File: config.mk
export PLATFORM = sky130hd
export DESIGN_NAME = cse_regs
export DESIGN_NICKNAME = d
export VERILOG_FILES = /design/src/core/cse_pkg.sv /design/src/core/cse_regs.sv
export SDC_FILE = /design/constraint.sdc
export NUM_CORES = 1
export LEC_CHECK = 0
export BUFFER_PORTS_ARGS = -buffer_cell sky130_fd_sc_hd__buf_4
export CAP_MARGIN = 0
export CORE_AREA = 5 5 205 148
export DETAILED_ROUTE_END_ITERATION = 6
export DIE_AREA = 0 0 210 153
export GPL_TIMING_DRIVEN = 0
export MAX_ROUTING_LAYER = met4
export PLACE_DENSITY = 0.77
export SYNTH_ARGS = -nofsm -noshare
export SYNTH_HDL_FRONTEND = slang
export SYNTH_SLANG_ARGS = --single-unit
File: constraint.sdc
create_clock -name CORE_CLK -period 7.79 [get_ports CORE_CLK]
set_input_delay 0.3895 -clock CORE_CLK [delete_from_list [all_inputs] [get_ports CORE_CLK]]
set_output_delay 0.3895 -clock CORE_CLK [all_outputs]
set_load 0.02 [all_outputs]
File: src/core/cse_pkg.sv
`default_nettype none

package cse_pkg;

    // register map, full 13-bit address = {page[5:0], offset[6:0]}
    localparam int          ADDR_W          = 13;
    localparam logic [6:0]  OFS_PAGE_SELECT = 7'h00;
    localparam logic [12:0] ADR_FAULT_STAT  = 13'h0001;
    localparam logic [12:0] ADR_OPER_STAT   = 13'h0002;
    localparam logic [12:0] ADR_FAULT_EVT   = 13'h0003;
    localparam logic [12:0] ADR_SYS_EVT     = 13'h0004;
    localparam logic [12:0] ADR_FAULT_MASK  = 13'h0005;
    localparam logic [12:0] ADR_SYS_MASK    = 13'h0006;
    localparam logic [12:0] ADR_SAG_THR     = 13'h0007;
    localparam logic [12:0] ADR_BAT_LOW_THR = 13'h0008;
    localparam logic [12:0] ADR_BAT_HIGH_THR = 13'h0009;

    // page_select_control fields
    localparam int PAGE_RETURN_BIT  = 7;
    localparam int PAIRED_WRITE_BIT = 6;
    localparam int PAGE_MSB         = 5;

    // fault_status / fault_events / fault_irq_masks bit positions
    localparam int FB_EN_BLOCK  = 7;
    localparam int FB_IN_OV     = 6;
    localparam int FB_IN_SAG    = 5;
    localparam int FB_IN_UV     = 4;
    localparam int FB_BAT_OV    = 3;
    localparam int FB_BAT_UV    = 2;
    localparam int FB_T_CRIT    = 1;
    localparam int FB_T_WARN    = 0;
    // faults that keep the buck from being enabled
    localparam logic [7:0] BLOCKING_FAULTS = 8'h5E;

    // operating_status / system_events bit positions
    localparam int SB_PEAK_CUR  = 2;
    localparam int SB_EN_PIN    = 1;
    localparam int SB_MODE      = 0;
    localparam int EB_T_RESET   = 4;
    localparam int EB_IO_LOW    = 3;
    localparam int EB_TIMER     = 2;
    localparam int EB_PEAK_CUR  = 1;
    localparam int EB_READY     = 0;
    localparam logic [7:0] SYS_EVT_USED = 8'h1F;

    // reset values
    localparam logic [7:0] RST_PAGE_SELECT = 8'h00;
    localparam logic [7:0] RST_MASK        = 8'h00;
    localparam logic [7:0] RST_THRESHOLD   = 8'h00;
    localparam logic [7:0] RST_EVENTS      = 8'h00;

    // threshold coding, millivolts
    localparam logic [7:0] SAG_CODE_MAX   = 8'h3B;
    localparam int         BAT_LOW_BASE_MV  = 2000;
    localparam int         BAT_HIGH_BASE_MV = 3600;
    localparam int         BAT_STEP_MV      = 25;
    localparam int         BAT_CODE_W       = 6;

    // async input synchroniser slots
    localparam int AI_IN_OV   = 0;
    localparam int AI_IN_SAG  = 1;
    localparam int AI_IN_UV   = 2;
    localparam int AI_BAT_OV  = 3;
    localparam int AI_BAT_UV  = 4;
    localparam int AI_T_CRIT  = 5;
    localparam int AI_T_WARN  = 6;
    localparam int AI_PEAK    = 7;
    localparam int AI_EN_PIN  = 8;
    localparam int AI_IO_LOW  = 9;
    localparam int AI_SCL     = 10;
    localparam int AI_SDA     = 11;
    localparam int AI_COUNT   = 12;
    // serial lines rest high: no false edge right after reset
    localparam logic [AI_COUNT-1:0] SYNC_RST = 12'hC00;

    // peak current debounce
    localparam int CLK_PERIOD_NS   = 10;
    localparam int DEBOUNCE_NS     = 1000;
    localparam int DEBOUNCE_CYCLES = (DEBOUNCE_NS + CLK_PERIOD_NS - 1) / CLK_PERIOD_NS;
    localparam int DEB_W           = 7;

    // serial slave address, arbitrary value
    localparam logic [6:0] SLAVE_ADDR = 7'h2A;

    typedef enum logic [2:0] {
        SER_IDLE,
        SER_ADDR,
        SER_ADDR_ACK,
        SER_RX,
        SER_RX_ACK,
        SER_TX,
        SER_TX_ACK
    } cse_ser_e;

endpackage

`default_nettype wire

File: src/core/cse_regs.sv
`default_nettype none

module cse_regs
    import cse_pkg::*;
(
    // clock, reset, enable
    input  wire logic        CORE_CLK,
    input  wire logic        RESET,
    input  wire logic        CLK_EN,
    // two-wire serial pins
    input  wire logic        SCL_IN,
    input  wire logic        SDA_IN,
    output logic             SDA_OUT,
    output logic             SDA_OE,
    // analog comparators and pins, asynchronous
    input  wire logic        INPUT_OVERVOLT_CMP,
    input  wire logic        INPUT_SAG_CMP,
    input  wire logic        INPUT_UNDERVOLT_CMP,
    input  wire logic        BATTERY_OVERVOLT_CMP,
    input  wire logic        BATTERY_UNDERVOLT_CMP,
    input  wire logic        THERMAL_CRITICAL_CMP,
    input  wire logic        THERMAL_WARNING_CMP,
    input  wire logic        PEAK_CURRENT_CMP,
    input  wire logic        ENABLE_PIN,
    input  wire logic        IO_SUPPLY_LOW,
    // mode controller, same clock
    input  wire logic        MODE_ACTIVE,
    input  wire logic        ENABLE_REQUEST,
    input  wire logic        TIMER_EXPIRED,
    input  wire logic        THERMAL_RESET_ENTRY,
    input  wire logic        POWER_ON_ENTRY,
    input  wire logic        READY_ENTRY,
    // outputs
    output logic             IRQ,
    output logic             EN_BLOCKED,
    output logic [15:0]      SAG_THRESHOLD_MV,
    output logic [15:0]      BAT_LOW_THRESHOLD_MV,
    output logic [15:0]      BAT_HIGH_THRESHOLD_MV
);
    import cse_pkg::*;

    function automatic logic [15:0] sag_mv(input logic [7:0] code);
        int n;
        int mv;
        n = int'((code > SAG_CODE_MAX) ? SAG_CODE_MAX : code);
        if (n <= 'h0E) begin
            mv = 4300 + n * 50;
        end else if (n <= 'h1D) begin
            mv = 5000 + (n - 'h0E) * 200;
        end else if (n <= 'h27) begin
            mv = 8000 + (n - 'h1D) * 100;
        end else if (n <= 'h31) begin
            mv = 9000 + (n - 'h27) * 200;
        end else begin
            mv = 11000 + (n - 'h31) * 100;
        end
        return 16'(mv);
    endfunction

    function automatic logic [15:0] bat_mv(input int base, input logic [7:0] code);
        return 16'(base + int'(code[BAT_CODE_W-1:0]) * BAT_STEP_MV);
    endfunction

    // ---------------- input synchronisers ----------------
    logic [AI_COUNT-1:0] async_in;
    logic [AI_COUNT-1:0] sync1_reg;
    logic [AI_COUNT-1:0] sync2_reg;
    logic [AI_COUNT-1:0] sync3_reg;
    logic [AI_COUNT-1:0] filt_reg;

    assign async_in = {SDA_IN, SCL_IN, IO_SUPPLY_LOW, ENABLE_PIN, PEAK_CURRENT_CMP,
                       THERMAL_WARNING_CMP, THERMAL_CRITICAL_CMP, BATTERY_UNDERVOLT_CMP,
                       BATTERY_OVERVOLT_CMP, INPUT_UNDERVOLT_CMP, INPUT_SAG_CMP,
                       INPUT_OVERVOLT_CMP};

    for (genvar i = 0; i < AI_COUNT; i++) begin : g_sync
        always_ff @(posedge CORE_CLK or posedge RESET) begin
            if (RESET) begin
                sync1_reg[i] <= SYNC_RST[i];
                sync2_reg[i] <= SYNC_RST[i];
                sync3_reg[i] <= SYNC_RST[i];
                filt_reg[i]  <= SYNC_RST[i];
            end else if (CLK_EN) begin
                sync1_reg[i] <= async_in[i];
                sync2_reg[i] <= sync1_reg[i];
                sync3_reg[i] <= sync2_reg[i];
                // a change counts only once two stages agree
                if (sync2_reg[i] == sync3_reg[i]) begin
                    filt_reg[i] <= sync3_reg[i];
                end
            end
        end
    end

    logic io_low;
    assign io_low = filt_reg[AI_IO_LOW];

    // ---------------- peak current debounce ----------------
    logic [DEB_W-1:0] deb_cnt_reg;
    logic             peak_db_reg;

    always_ff @(posedge CORE_CLK or posedge RESET) begin
        if (RESET) begin
            deb_cnt_reg <= '0;
            peak_db_reg <= 1'b0;
        end else if (CLK_EN) begin
            if (filt_reg[AI_PEAK] == peak_db_reg) begin
                deb_cnt_reg <= '0;
            end else if (deb_cnt_reg == DEB_W'(DEBOUNCE_CYCLES - 1)) begin
                deb_cnt_reg <= '0;
                peak_db_reg <= filt_reg[AI_PEAK];
            end else begin
                deb_cnt_reg <= deb_cnt_reg + 1'b1;
            end
        end
    end

    // ---------------- status ----------------
    logic [7:0] fault_stat;
    logic [7:0] oper_stat;
    logic [7:0] fault_prev_reg;
    logic       peak_prev_reg;
    logic       io_prev_reg;
    logic       blocked;
    logic [6:0] fault_live;

    // blocked taken from the live bits, so no loop through fault_stat
    assign fault_live = {filt_reg[AI_IN_OV], filt_reg[AI_IN_SAG], filt_reg[AI_IN_UV],
                         filt_reg[AI_BAT_OV], filt_reg[AI_BAT_UV], filt_reg[AI_T_CRIT],
                         filt_reg[AI_T_WARN]};
    assign blocked    = |({1'b0, fault_live} & BLOCKING_FAULTS);
    assign fault_stat = {blocked, fault_live};
    assign oper_stat = {5'h00, peak_db_reg, filt_reg[AI_EN_PIN], MODE_ACTIVE};

    always_ff @(posedge CORE_CLK or posedge RESET) begin
        if (RESET) begin
            fault_prev_reg <= 8'h00;
            peak_prev_reg  <= 1'b0;
            io_prev_reg    <= 1'b0;
        end else if (CLK_EN) begin
            fault_prev_reg <= fault_stat;
            peak_prev_reg  <= peak_db_reg;
            io_prev_reg    <= io_low;
        end
    end

    // ---------------- serial register access ----------------
    cse_ser_e    ser_state_reg;
    logic [3:0]  bit_cnt_reg;
    logic [7:0]  shift_reg;
    logic        rw_reg;
    logic        expect_addr_reg;
    logic        nack_reg;
    logic [6:0]  ptr_reg;
    logic        wr_stb_reg;
    logic        rd_stb_reg;
    logic [12:0] acc_addr_reg;
    logic [7:0]  wr_data_reg;
    logic        sda_oe_reg;
    logic [7:0]  page_sel_reg;
    logic        scl_prev_reg;
    logic        sda_prev_reg;

    logic scl;
    logic sda;
    logic scl_rise;
    logic scl_fall;
    logic start_cond;
    logic stop_cond;
    logic [12:0] full_addr;

    assign scl        = filt_reg[AI_SCL];
    assign sda        = filt_reg[AI_SDA];
    assign scl_rise   = scl & ~scl_prev_reg;
    assign scl_fall   = ~scl & scl_prev_reg;
    assign start_cond = scl & scl_prev_reg & sda_prev_reg & ~sda;
    assign stop_cond  = scl & scl_prev_reg & ~sda_prev_reg & sda;
    assign full_addr  = {page_sel_reg[PAGE_MSB:0], ptr_reg};

    logic [7:0] fault_evt_reg;
    logic [7:0] sys_evt_reg;
    logic [7:0] fault_mask_reg;
    logic [7:0] sys_mask_reg;
    logic [7:0] sag_thr_reg;
    logic [7:0] bat_low_reg;
    logic [7:0] bat_high_reg;

    function automatic logic [7:0] reg_read(input logic [12:0] a);
        logic [7:0] d;
        d = 8'h00;
        if (a[6:0] == OFS_PAGE_SELECT) begin
            d = page_sel_reg;
        end else begin
            case (a)
                ADR_FAULT_STAT:   d = fault_stat;
                ADR_OPER_STAT:    d = oper_stat;
                ADR_FAULT_EVT:    d = fault_evt_reg;
                ADR_SYS_EVT:      d = sys_evt_reg;
                ADR_FAULT_MASK:   d = fault_mask_reg;
                ADR_SYS_MASK:     d = sys_mask_reg;
                ADR_SAG_THR:      d = sag_thr_reg;
                ADR_BAT_LOW_THR:  d = bat_low_reg;
                ADR_BAT_HIGH_THR: d = bat_high_reg;
                default:          d = 8'h00;
            endcase
        end
        return d;
    endfunction

    // always_comb also follows the registers read inside the function
    logic [7:0] rd_data;
    always_comb begin
        rd_data = reg_read(full_addr);
    end

    always_ff @(posedge CORE_CLK or posedge RESET) begin
        if (RESET) begin
            ser_state_reg   <= SER_IDLE;
            bit_cnt_reg     <= 4'h0;
            shift_reg       <= 8'h00;
            rw_reg          <= 1'b0;
            expect_addr_reg <= 1'b1;
            nack_reg        <= 1'b0;
            ptr_reg         <= 7'h00;
            wr_stb_reg      <= 1'b0;
            rd_stb_reg      <= 1'b0;
            acc_addr_reg    <= 13'h0000;
            wr_data_reg     <= 8'h00;
            sda_oe_reg      <= 1'b0;
            scl_prev_reg    <= 1'b1;
            sda_prev_reg    <= 1'b1;
        end else if (CLK_EN) begin
            scl_prev_reg <= scl;
            sda_prev_reg <= sda;
            wr_stb_reg   <= 1'b0;
            rd_stb_reg   <= 1'b0;
            if (io_low) begin
                // serial state held in SER_IDLE with SDA released while the io supply is low
                ser_state_reg <= SER_IDLE;
                sda_oe_reg    <= 1'b0;
            end else if (start_cond) begin
                ser_state_reg <= SER_ADDR;
                bit_cnt_reg   <= 4'h0;
                sda_oe_reg    <= 1'b0;
            end else if (stop_cond) begin
                ser_state_reg <= SER_IDLE;
                sda_oe_reg    <= 1'b0;
            end else begin
                case (ser_state_reg)
                    SER_ADDR, SER_RX: begin
                        if (scl_rise) begin
                            shift_reg   <= {shift_reg[6:0], sda};
                            bit_cnt_reg <= bit_cnt_reg + 1'b1;
                        end else if (scl_fall && bit_cnt_reg == 4'h8) begin
                            if (ser_state_reg == SER_ADDR) begin
                                if (shift_reg[7:1] == SLAVE_ADDR) begin
                                    rw_reg          <= shift_reg[0];
                                    expect_addr_reg <= 1'b1;
                                    sda_oe_reg      <= 1'b1;
                                    ser_state_reg   <= SER_ADDR_ACK;
                                end else begin
                                    ser_state_reg <= SER_IDLE;
                                end
                            end else begin
                                sda_oe_reg    <= 1'b1;
                                ser_state_reg <= SER_RX_ACK;
                                if (expect_addr_reg) begin
                                    ptr_reg         <= shift_reg[6:0];
                                    expect_addr_reg <= 1'b0;
                                end else begin
                                    wr_stb_reg   <= 1'b1;
                                    acc_addr_reg <= full_addr;
                                    wr_data_reg  <= shift_reg;
                                    // paired mode: next byte is an address again
                                    if (page_sel_reg[PAIRED_WRITE_BIT]) begin
                                        expect_addr_reg <= 1'b1;
                                    end else begin
                                        ptr_reg <= ptr_reg + 1'b1;
                                    end
                                end
                            end
                        end
                    end
                    SER_ADDR_ACK, SER_RX_ACK, SER_TX_ACK: begin
                        if (scl_rise) begin
                            nack_reg <= sda;
                        end else if (scl_fall) begin
                            bit_cnt_reg <= 4'h0;
                            if (!rw_reg) begin
                                sda_oe_reg    <= 1'b0;
                                ser_state_reg <= SER_RX;
                            end else if (ser_state_reg == SER_TX_ACK && nack_reg) begin
                                sda_oe_reg    <= 1'b0;
                                ser_state_reg <= SER_IDLE;
                            end else begin
                                shift_reg     <= rd_data;
                                sda_oe_reg    <= ~rd_data[7];
                                rd_stb_reg    <= 1'b1;
                                acc_addr_reg  <= full_addr;
                                ptr_reg       <= ptr_reg + 1'b1;
                                ser_state_reg <= SER_TX;
                            end
                        end
                    end
                    SER_TX: begin
                        if (scl_rise) begin
                            bit_cnt_reg <= bit_cnt_reg + 1'b1;
                        end else if (scl_fall) begin
                            if (bit_cnt_reg == 4'h8) begin
                                sda_oe_reg    <= 1'b0;
                                ser_state_reg <= SER_TX_ACK;
                            end else begin
                                shift_reg  <= {shift_reg[6:0], 1'b0};
                                sda_oe_reg <= ~shift_reg[6];
                            end
                        end
                    end
                    default: begin
                        sda_oe_reg <= 1'b0;
                    end
                endcase
            end
        end
    end

    // ---------------- page select ----------------
    logic page_wr;
    assign page_wr = wr_stb_reg && acc_addr_reg[6:0] == OFS_PAGE_SELECT;

    always_ff @(posedge CORE_CLK or posedge RESET) begin
        if (RESET) begin
            page_sel_reg <= RST_PAGE_SELECT;
        end else if (CLK_EN) begin
            if (page_wr) begin
                page_sel_reg <= wr_data_reg;
            end else if ((wr_stb_reg || rd_stb_reg) && page_sel_reg[PAGE_RETURN_BIT]
                         && acc_addr_reg[6:0] != OFS_PAGE_SELECT) begin
                page_sel_reg[PAGE_MSB:0] <= '0;
            end
        end
    end

    // ---------------- masks and thresholds ----------------
    always_ff @(posedge CORE_CLK or posedge RESET) begin
        if (RESET) begin
            fault_mask_reg <= RST_MASK;
            sys_mask_reg   <= RST_MASK;
            sag_thr_reg    <= RST_THRESHOLD;
            bat_low_reg    <= RST_THRESHOLD;
            bat_high_reg   <= RST_THRESHOLD;
        end else if (CLK_EN && wr_stb_reg) begin
            case (acc_addr_reg)
                ADR_FAULT_MASK:   fault_mask_reg <= wr_data_reg;
                ADR_SYS_MASK:     sys_mask_reg   <= wr_data_reg & SYS_EVT_USED;
                ADR_SAG_THR:      sag_thr_reg    <= wr_data_reg;
                ADR_BAT_LOW_THR:  bat_low_reg    <= {2'b00, wr_data_reg[BAT_CODE_W-1:0]};
                ADR_BAT_HIGH_THR: bat_high_reg   <= {2'b00, wr_data_reg[BAT_CODE_W-1:0]};
                default: begin
                end
            endcase
        end
    end

    // ---------------- events ----------------
    logic [7:0] fault_set;
    logic [7:0] sys_set;
    logic [7:0] fault_clr;
    logic [7:0] sys_clr;

    always_comb begin
        fault_set = 8'h00;
        fault_set[FB_EN_BLOCK] = ENABLE_REQUEST & blocked;
        // rising edges only, so a held fault fires once
        fault_set[6:2] = fault_stat[6:2] & ~fault_prev_reg[6:2];
        fault_set[FB_T_CRIT] = fault_stat[FB_T_CRIT] & ~fault_prev_reg[FB_T_CRIT];
        fault_set[FB_T_WARN] = fault_stat[FB_T_WARN] & ~fault_prev_reg[FB_T_WARN];
        sys_set = 8'h00;
        sys_set[EB_T_RESET]  = THERMAL_RESET_ENTRY;
        sys_set[EB_IO_LOW]   = io_low & ~io_prev_reg;
        sys_set[EB_TIMER]    = TIMER_EXPIRED;
        sys_set[EB_PEAK_CUR] = peak_db_reg & ~peak_prev_reg;
        sys_set[EB_READY]    = READY_ENTRY & ~io_low;
    end

    assign fault_clr = (wr_stb_reg && acc_addr_reg == ADR_FAULT_EVT) ? wr_data_reg : 8'h00;
    assign sys_clr   = (wr_stb_reg && acc_addr_reg == ADR_SYS_EVT) ?
                       (wr_data_reg & ~(8'h01 << EB_T_RESET)) : 8'h00;

    always_ff @(posedge CORE_CLK or posedge RESET) begin
        if (RESET) begin
            fault_evt_reg <= RST_EVENTS;
            sys_evt_reg   <= RST_EVENTS;
        end else if (CLK_EN) begin
            // a set in the clearing cycle wins
            fault_evt_reg <= (fault_evt_reg & ~fault_clr) | fault_set;
            sys_evt_reg   <= ((sys_evt_reg & ~sys_clr) | sys_set) & SYS_EVT_USED;
            if (POWER_ON_ENTRY && !THERMAL_RESET_ENTRY) begin
                sys_evt_reg[EB_T_RESET] <= 1'b0;
            end
        end
    end

    // ---------------- outputs ----------------
    always_ff @(posedge CORE_CLK or posedge RESET) begin
        if (RESET) begin
            IRQ                   <= 1'b0;
            EN_BLOCKED            <= 1'b0;
            SDA_OUT               <= 1'b0;
            SDA_OE                <= 1'b0;
            SAG_THRESHOLD_MV      <= 16'h0000;
            BAT_LOW_THRESHOLD_MV  <= 16'h0000;
            BAT_HIGH_THRESHOLD_MV <= 16'h0000;
        end else if (CLK_EN) begin
            IRQ <= |(fault_evt_reg & ~fault_mask_reg) | |(sys_evt_reg & ~sys_mask_reg);
            EN_BLOCKED            <= blocked;
            SDA_OUT               <= 1'b0;
            SDA_OE                <= sda_oe_reg;
            SAG_THRESHOLD_MV      <= sag_mv(sag_thr_reg);
            BAT_LOW_THRESHOLD_MV  <= bat_mv(BAT_LOW_BASE_MV, bat_low_reg);
            BAT_HIGH_THRESHOLD_MV <= bat_mv(BAT_HIGH_BASE_MV, bat_high_reg);
        end
    end

endmodule

`default_nettype wire

=== Word level (Yosys, flattened, before mapping) ===
Cells that the tools add are included.

* Input bits: 21
* Register bits: 221

* Add/sub/neg operators: 14
* Reduce and logical (&&, ||, !) cells: 55
* Mux-type cells: 97
* Bitwise gates (word level): 43
* $mul: 7
* Eq/ne operators: 64
* Order comparisons: 5

{| class="wikitable"
|+ Operators with widths
! kind !! number
|-
| == test 13 x 3 -> 1 bit (second input constant) || 8
|-
| 2-to-1 mux 13 bit || 8
|-
| 2-to-1 mux 8 bit || 11
|-
| 2-to-1 mux 7 bit || 11
|-
| case mux 8 bit (9 select lines) || 1
|-
| multiplier 32 x 5 -> 13 bit (second input constant) || 2
|-
| multiplier 32 x 5 -> 14 bit (second input constant) || 2
|-
| 2-to-1 mux 16 bit || 4
|-
| == test 13 x 4 -> 1 bit (second input constant) || 4
|-
| == test 13 x 2 -> 1 bit (second input constant) || 3
|-
| 2-to-1 mux 3 bit || 13
|-
| AND reduction 13 bit || 3
|-
| AND reduction 2 bit || 19
|-
| inequality test 5 bit (second input constant) || 7
|-
| 2-to-1 mux 1 bit || 34
|-
| adder 13 x 16 -> 16 bit (first input constant) || 2
|-
| adder 14 x 16 -> 16 bit (first input constant) || 2
|-
| AND reduction 9 bit || 3
|-
| inequality test 2 bit (second input constant) || 13
|-
| case mux 13 bit (2 select lines) || 1
|-
| 2-to-1 mux 4 bit || 6
|-
| case mux 8 bit (3 select lines) || 1
|-
| multiplier 6 x 5 -> 11 bit (second input constant) || 2
|-
| subtractor 8 x 6 -> 9 bit (second input constant) || 2
|-
| other kinds (57) || 123
|}

=== Depth between registers and ports, before layout ===
* Depth after elaboration: 12
* Gate-level depth with buffers: 25
* Depth with buffers taken out: 24

=== Least setup slack after synthesis ===
No wires, ideal clock.

* Path kind: reg-to-reg
* From: register sag_thr_reg[7]
* To: register SAG_THRESHOLD_MV[14]
* Period minus slack after synthesis: 5579 ps
* Arrival: 5502 ps
* Buffers on the path: 2
* Path slack: 2211 ps
* Stages on the path, launching flop included: 25
* Setup time: 77 ps
* Path through: dfrtp_1 -> buf_2 -> nor2_1 -> nand2_1 -> nor2_1 -> inv_1 -> ha_1 -> clkbuf_1 -> o21ai_0 -> xnor2_1 -> ha_1 -> ha_1 -> inv_1 -> fa_1 -> inv_1 -> ha_1 -> and3_1 -> o2bb2ai_1 -> or3_1 -> a2111oi_1 -> a21oi_1 -> xor2_1 -> a21oi_1 -> o211ai_1 -> a21oi_1

* Word-level cells in the longest chain between the ends: 9
* Elaborated cells between the ends (all ways): 24

{| class="wikitable"
|+ RTL lines
! element !! RTL line !! RTL
|-
| start, declared || cse_regs.sv:184 || <nowiki>logic [7:0] sag_thr_reg;</nowiki>
|-
| start signal, assigned || cse_regs.sv:355 || <nowiki>ADR_SAG_THR: sag_thr_reg <= wr_data_reg;</nowiki>
|-
| > comparator 8 x 6 -> 1 bit || cse_regs.sv:45 || <nowiki>n = int'((code > SAG_CODE_MAX) ? SAG_CODE_MAX : code);</nowiki>
|-
| 2-to-1 mux 8 bit * || cse_regs.sv:45 ||
|-
| subtractor 8 x 6 -> 9 bit, on equally long branches || cse_regs.sv:55, cse_regs.sv:53 ||
|-
| multiplier 32 x 5 -> 14 bit / multiplier 32 x 5 -> 13 bit (equally long branches) || cse_regs.sv:55, cse_regs.sv:53 ||
|-
| adder 14 x 16 -> 16 bit, on equally long branches || cse_regs.sv:55, cse_regs.sv:53 ||
|-
| 2-to-1 mux 16 bit || cse_regs.sv:52 || <nowiki>end else if (n <= 'h31) begin</nowiki>
|-
| 2-to-1 mux 16 bit || cse_regs.sv:50 || <nowiki>end else if (n <= 'h27) begin</nowiki>
|-
| 2-to-1 mux 16 bit || cse_regs.sv:48 || <nowiki>end else if (n <= 'h1D) begin</nowiki>
|-
| 2-to-1 mux 16 bit * || cse_regs.sv:46 || <nowiki>if (n <= 'h0E) begin</nowiki>
|-
| end signal, assigned || cse_regs.sv:418 || <nowiki>SAG_THRESHOLD_MV <= sag_mv(sag_thr_reg);</nowiki>
|-
| end, declared || cse_regs.sv:36 || <nowiki>output logic [15:0] SAG_THRESHOLD_MV,</nowiki>
|}

Every way passes the cells marked *; elsewhere a longest branch is shown, timed or not.
A chain may end at the register's enable or synchronous reset.

=== Worst setup path after layout ===
* From: register sag_thr_reg[3]
* To: register SAG_THRESHOLD_MV[14]

Same word-level chain as after synthesis.

==> flow_metrics.env <==
export IMPL_seqPwrFrac=0.404
export IMPL_ctsResizeCount=0
export IMPL_worstSkewPairLatency_ps=540
export IMPL_finClkSkew_ps=26.4
export IMPL_seq_area_frac_synth=0.322
export IMPL_port_buffers=63
export IMPL_hold_viol_final=0
export IMPL_p_switching_uw=1240
export IMPL_vias=13327
export IMPL_ys_ff_latch=213
export IMPL_cts_path_max_buffers=3
export IMPL_drt_iter0_drc=1334
export IMPL_crit_required_ps=8240
export IMPL_rsz0062_at_grt="false"
export IMPL_critPathKind="flop to flop"
export IMPL_cts_sinks=213
export IMPL_gp_congestion=1.02
export IMPL_largest_reg_flops=15
export IMPL_hold_depth=2
export IMPL_post_cts_buffers=0
export IMPL_slowest_stage="nor2_1"
export IMPL_drt_total_wl_um=43400
export IMPL_grt_pass1_vias=12924
export IMPL_p_leak_uw=0.00888
export IMPL_fin_crit_ps=7250
export IMPL_max_stage_delay_ps=900
export IMPL_cts_hold_repair_buffers=1
export IMPL_final_cell_mix="dfrtp_1, inv_1, ha_1"
export IMPL_power_density_nw_per_um2=189
export IMPL_nets=2126
export IMPL_p_int_uw=2220
export IMPL_pin_count=73
export IMPL_slew_violations=0
export IMPL_ant_nets=0
export IMPL_clkPwrFrac=0.308
export IMPL_cpMostUsedCell="ha_1"
export IMPL_synth_edff_count=0
export IMPL_max_slew_margin_rel=0.0442
export IMPL_root_buffer="clkbuf_16"
export IMPL_grt_overflow=0
export IMPL_cts_buffers=23
export IMPL_tns_ps=0
export IMPL_combPwrFrac=0.288
export IMPL_hp_class="input pin to flop"
export IMPL_crit_arrival_ps=7700
export IMPL_synth_area_leaders="dfrtp_1, ha_1, mux2_2"
export IMPL_grt_pass1_wl_um=69300
export IMPL_clk_pin_slew_ps=60
export IMPL_antenna_found_initial=0
export IMPL_start_kind="flop"
export IMPL_start_util=0.587
export IMPL_die_width_um=210
export IMPL_layout_commonest_cell="dfrtp_1"
export IMPL_dieArea_um2=32100
export IMPL_synth_flop_cell="dfrtp_1"
export IMPL_place_area_um2=17600
export IMPL_synth_area_um2=16600
export IMPL_postSynthCellCount=1758
export IMPL_yosys_area_top_type="dfrtp_1"
export IMPL_dr_pass1_iters=6
export IMPL_dp_final_hpwl_um=33800
export IMPL_fp_dieH_um=153
export IMPL_cp_end_kind="flop"
export IMPL_fillers=2374
export IMPL_htreeDepth=1
export IMPL_tightest_slew_ps=1430
export IMPL_track_usage=0.273
export IMPL_row_count=52
export IMPL_irDropWorstVdd_v=0.000167
export IMPL_core_area_um2=28200
export IMPL_max_freq_mhz=138
export IMPL_final_area_um2=18400
export IMPL_multi_input_area_um2=10200
export IMPL_wl_per_cell_um=19.2
export IMPL_seqCellArea_um2=5340
export IMPL_cts_tree="yes"
export IMPL_syn_avg_cell_area_um2=9.43
export IMPL_switching_share=0.358
export IMPL_fin_crit_sh=0.931
export IMPL_synth_cell_types=93
export IMPL_status="finished clean"
export IMPL_drive_gt1_frac=0.157
export IMPL_worstRegToRegCells=24
export IMPL_dp_slack_ps=771
export IMPL_synth_warning_count=0
export IMPL_drc=0
export IMPL_crit_fanout=12
export IMPL_area_growth_pct=10.8
export IMPL_synth_top_cell_area_share=0.305
export IMPL_drv_cap=0
export IMPL_antennaDiodeCount=0
export IMPL_synthArstFlopShare=1.00
export IMPL_setup_viol=0
export IMPL_path_cells="buf_2 > nand4_1 > nand2_1 > nor2_1 > inv_1 > ha_1 > clkbuf_1 > o21ai_0 > xnor2_1 > ha_1 > ha_1 > inv_1 > fa_1 > inv_1 > ha_1 > and3_1 > o2bb2ai_1 > or3_1 > a2111oi_1 > a21oi_1 > xor2_1 > a21oi_1 > o211ai_1 > a21oi_1"
export IMPL_grt_max_degree=124
export IMPL_vias_per_cell=5.89
export IMPL_setup_ws_ps=539
worst max-delay path: cells and delay by family, from the launching register on:
| family | cells | cell delay, ps |
|---|---|---|
| AOI/OAI and AO/OA | 7 | 1990 |
| buffers and inverters | 5 | 940 |
| xor gates and xnor gates | 2 | 450 |
| DFF | 1 | 360 |
| adders and majority gates | 5 | 1760 |
| and+or+nand+nor | 5 | 1660 |
power groups by stage:
stage,Clock [uW],Sequential [uW],Combinational (uW)
global route,1130,1420,1100
detailed placement,0,1410,969
CTS,1080,1390,977
finish,1070,1400,1000
floorplan,0,1370,704
global placement,0,1400,945
cell families after synthesis:
kind of cell,after synthesis,synth area share
buf+inv,275,0.0671
fa+ha+maj,238,0.198
compound gates,393,0.150
flops,213,0.322
mux,121,0.0819
simple gates,405,0.120
other cells,2,0.000453
xor+xnor,111,0.0598
path summary, 6_finish.rpt:
| check | slack (ps) | start | endpoint |
|---|---|---|---|
| max in group asynchronous | 6310 | RESET | sag_thr_reg[0] |
| setup / recovery | 540 | sag_thr_reg[3] | SAG_THRESHOLD_MV[14] |
| setup reg to reg | 540 | sag_thr_reg[3] | SAG_THRESHOLD_MV[14] |
| hold / removal | 100 | INPUT_SAG_CMP | sync1_reg[1] |
| hold reg to reg | 450 | io_prev_reg | sys_evt_reg[3] |
| min in group asynchronous | 480 | RESET | bit_cnt_reg[2] |
routing by layer:
metal / vias up / track usage / routed length [um]
met5: - / - / 0
met4: 0 / 0.0494 / 797
met3: 62 / 0.0522 / 4120
met2: 530 / 0.373 / 17600
met1: 6440 / 0.423 / 20900
li1: 6295 / - / -
cells in the mapped netlist (8+ instances only):
cell type and number:
a21oi_1 108, dfstp_2 11, xor2_1 33, inv_1 202, a22oi_1 16, buf_1 8, fa_1 40, dfrtp_1 202
nor2b_1 18, buf_2 10, nor2_1 85, xnor2_1 77, a211oi_1 9, o21a_1 8, nand3_1 35, a22o_1 11
a21o_1 14, nor3_1 22, clkbuf_1 36, mux2_2 117, o21ai_0 114, or3_1 10, nand3b_1 8, a31oi_1 15
buf_4 11, and2_1 8, nand2_1 139, o211ai_1 11, nand2b_1 11, nand4_1 8, and3_1 19, ha_1 198
o22ai_1 16
final cells by class:
| class | instances | share of cell area |
|---|---|---|
| repair buffers | 65 | 0.0278 |
| clock buffers | 32 | 0.0343 |
| plain buffers | 69 | 0.0183 |
| clock inverters | 10 | 0.00545 |
| flip-flops and latches | 213 | 0.291 |
| multi-input cells | 1289 | 0.555 |
| inverters | 206 | 0.0426 |
| well taps | 378 | 0.0257 |
stage by stage:
step	util	hold WS, ps	power (uW)	instances
2_1_floorplan	-	435	2070	1777
3_3_place_gp	0.623	442	2350	2218
3_5_place_dp	0.624	446	2380	2219
4_1_cts	0.651	81.7	3450	2262
5_1_grt	0.651	95.0	3640	2262
6_report	0.651	95.2	3470	2262
Note: power is estimated with default switching activity, not from simulation.
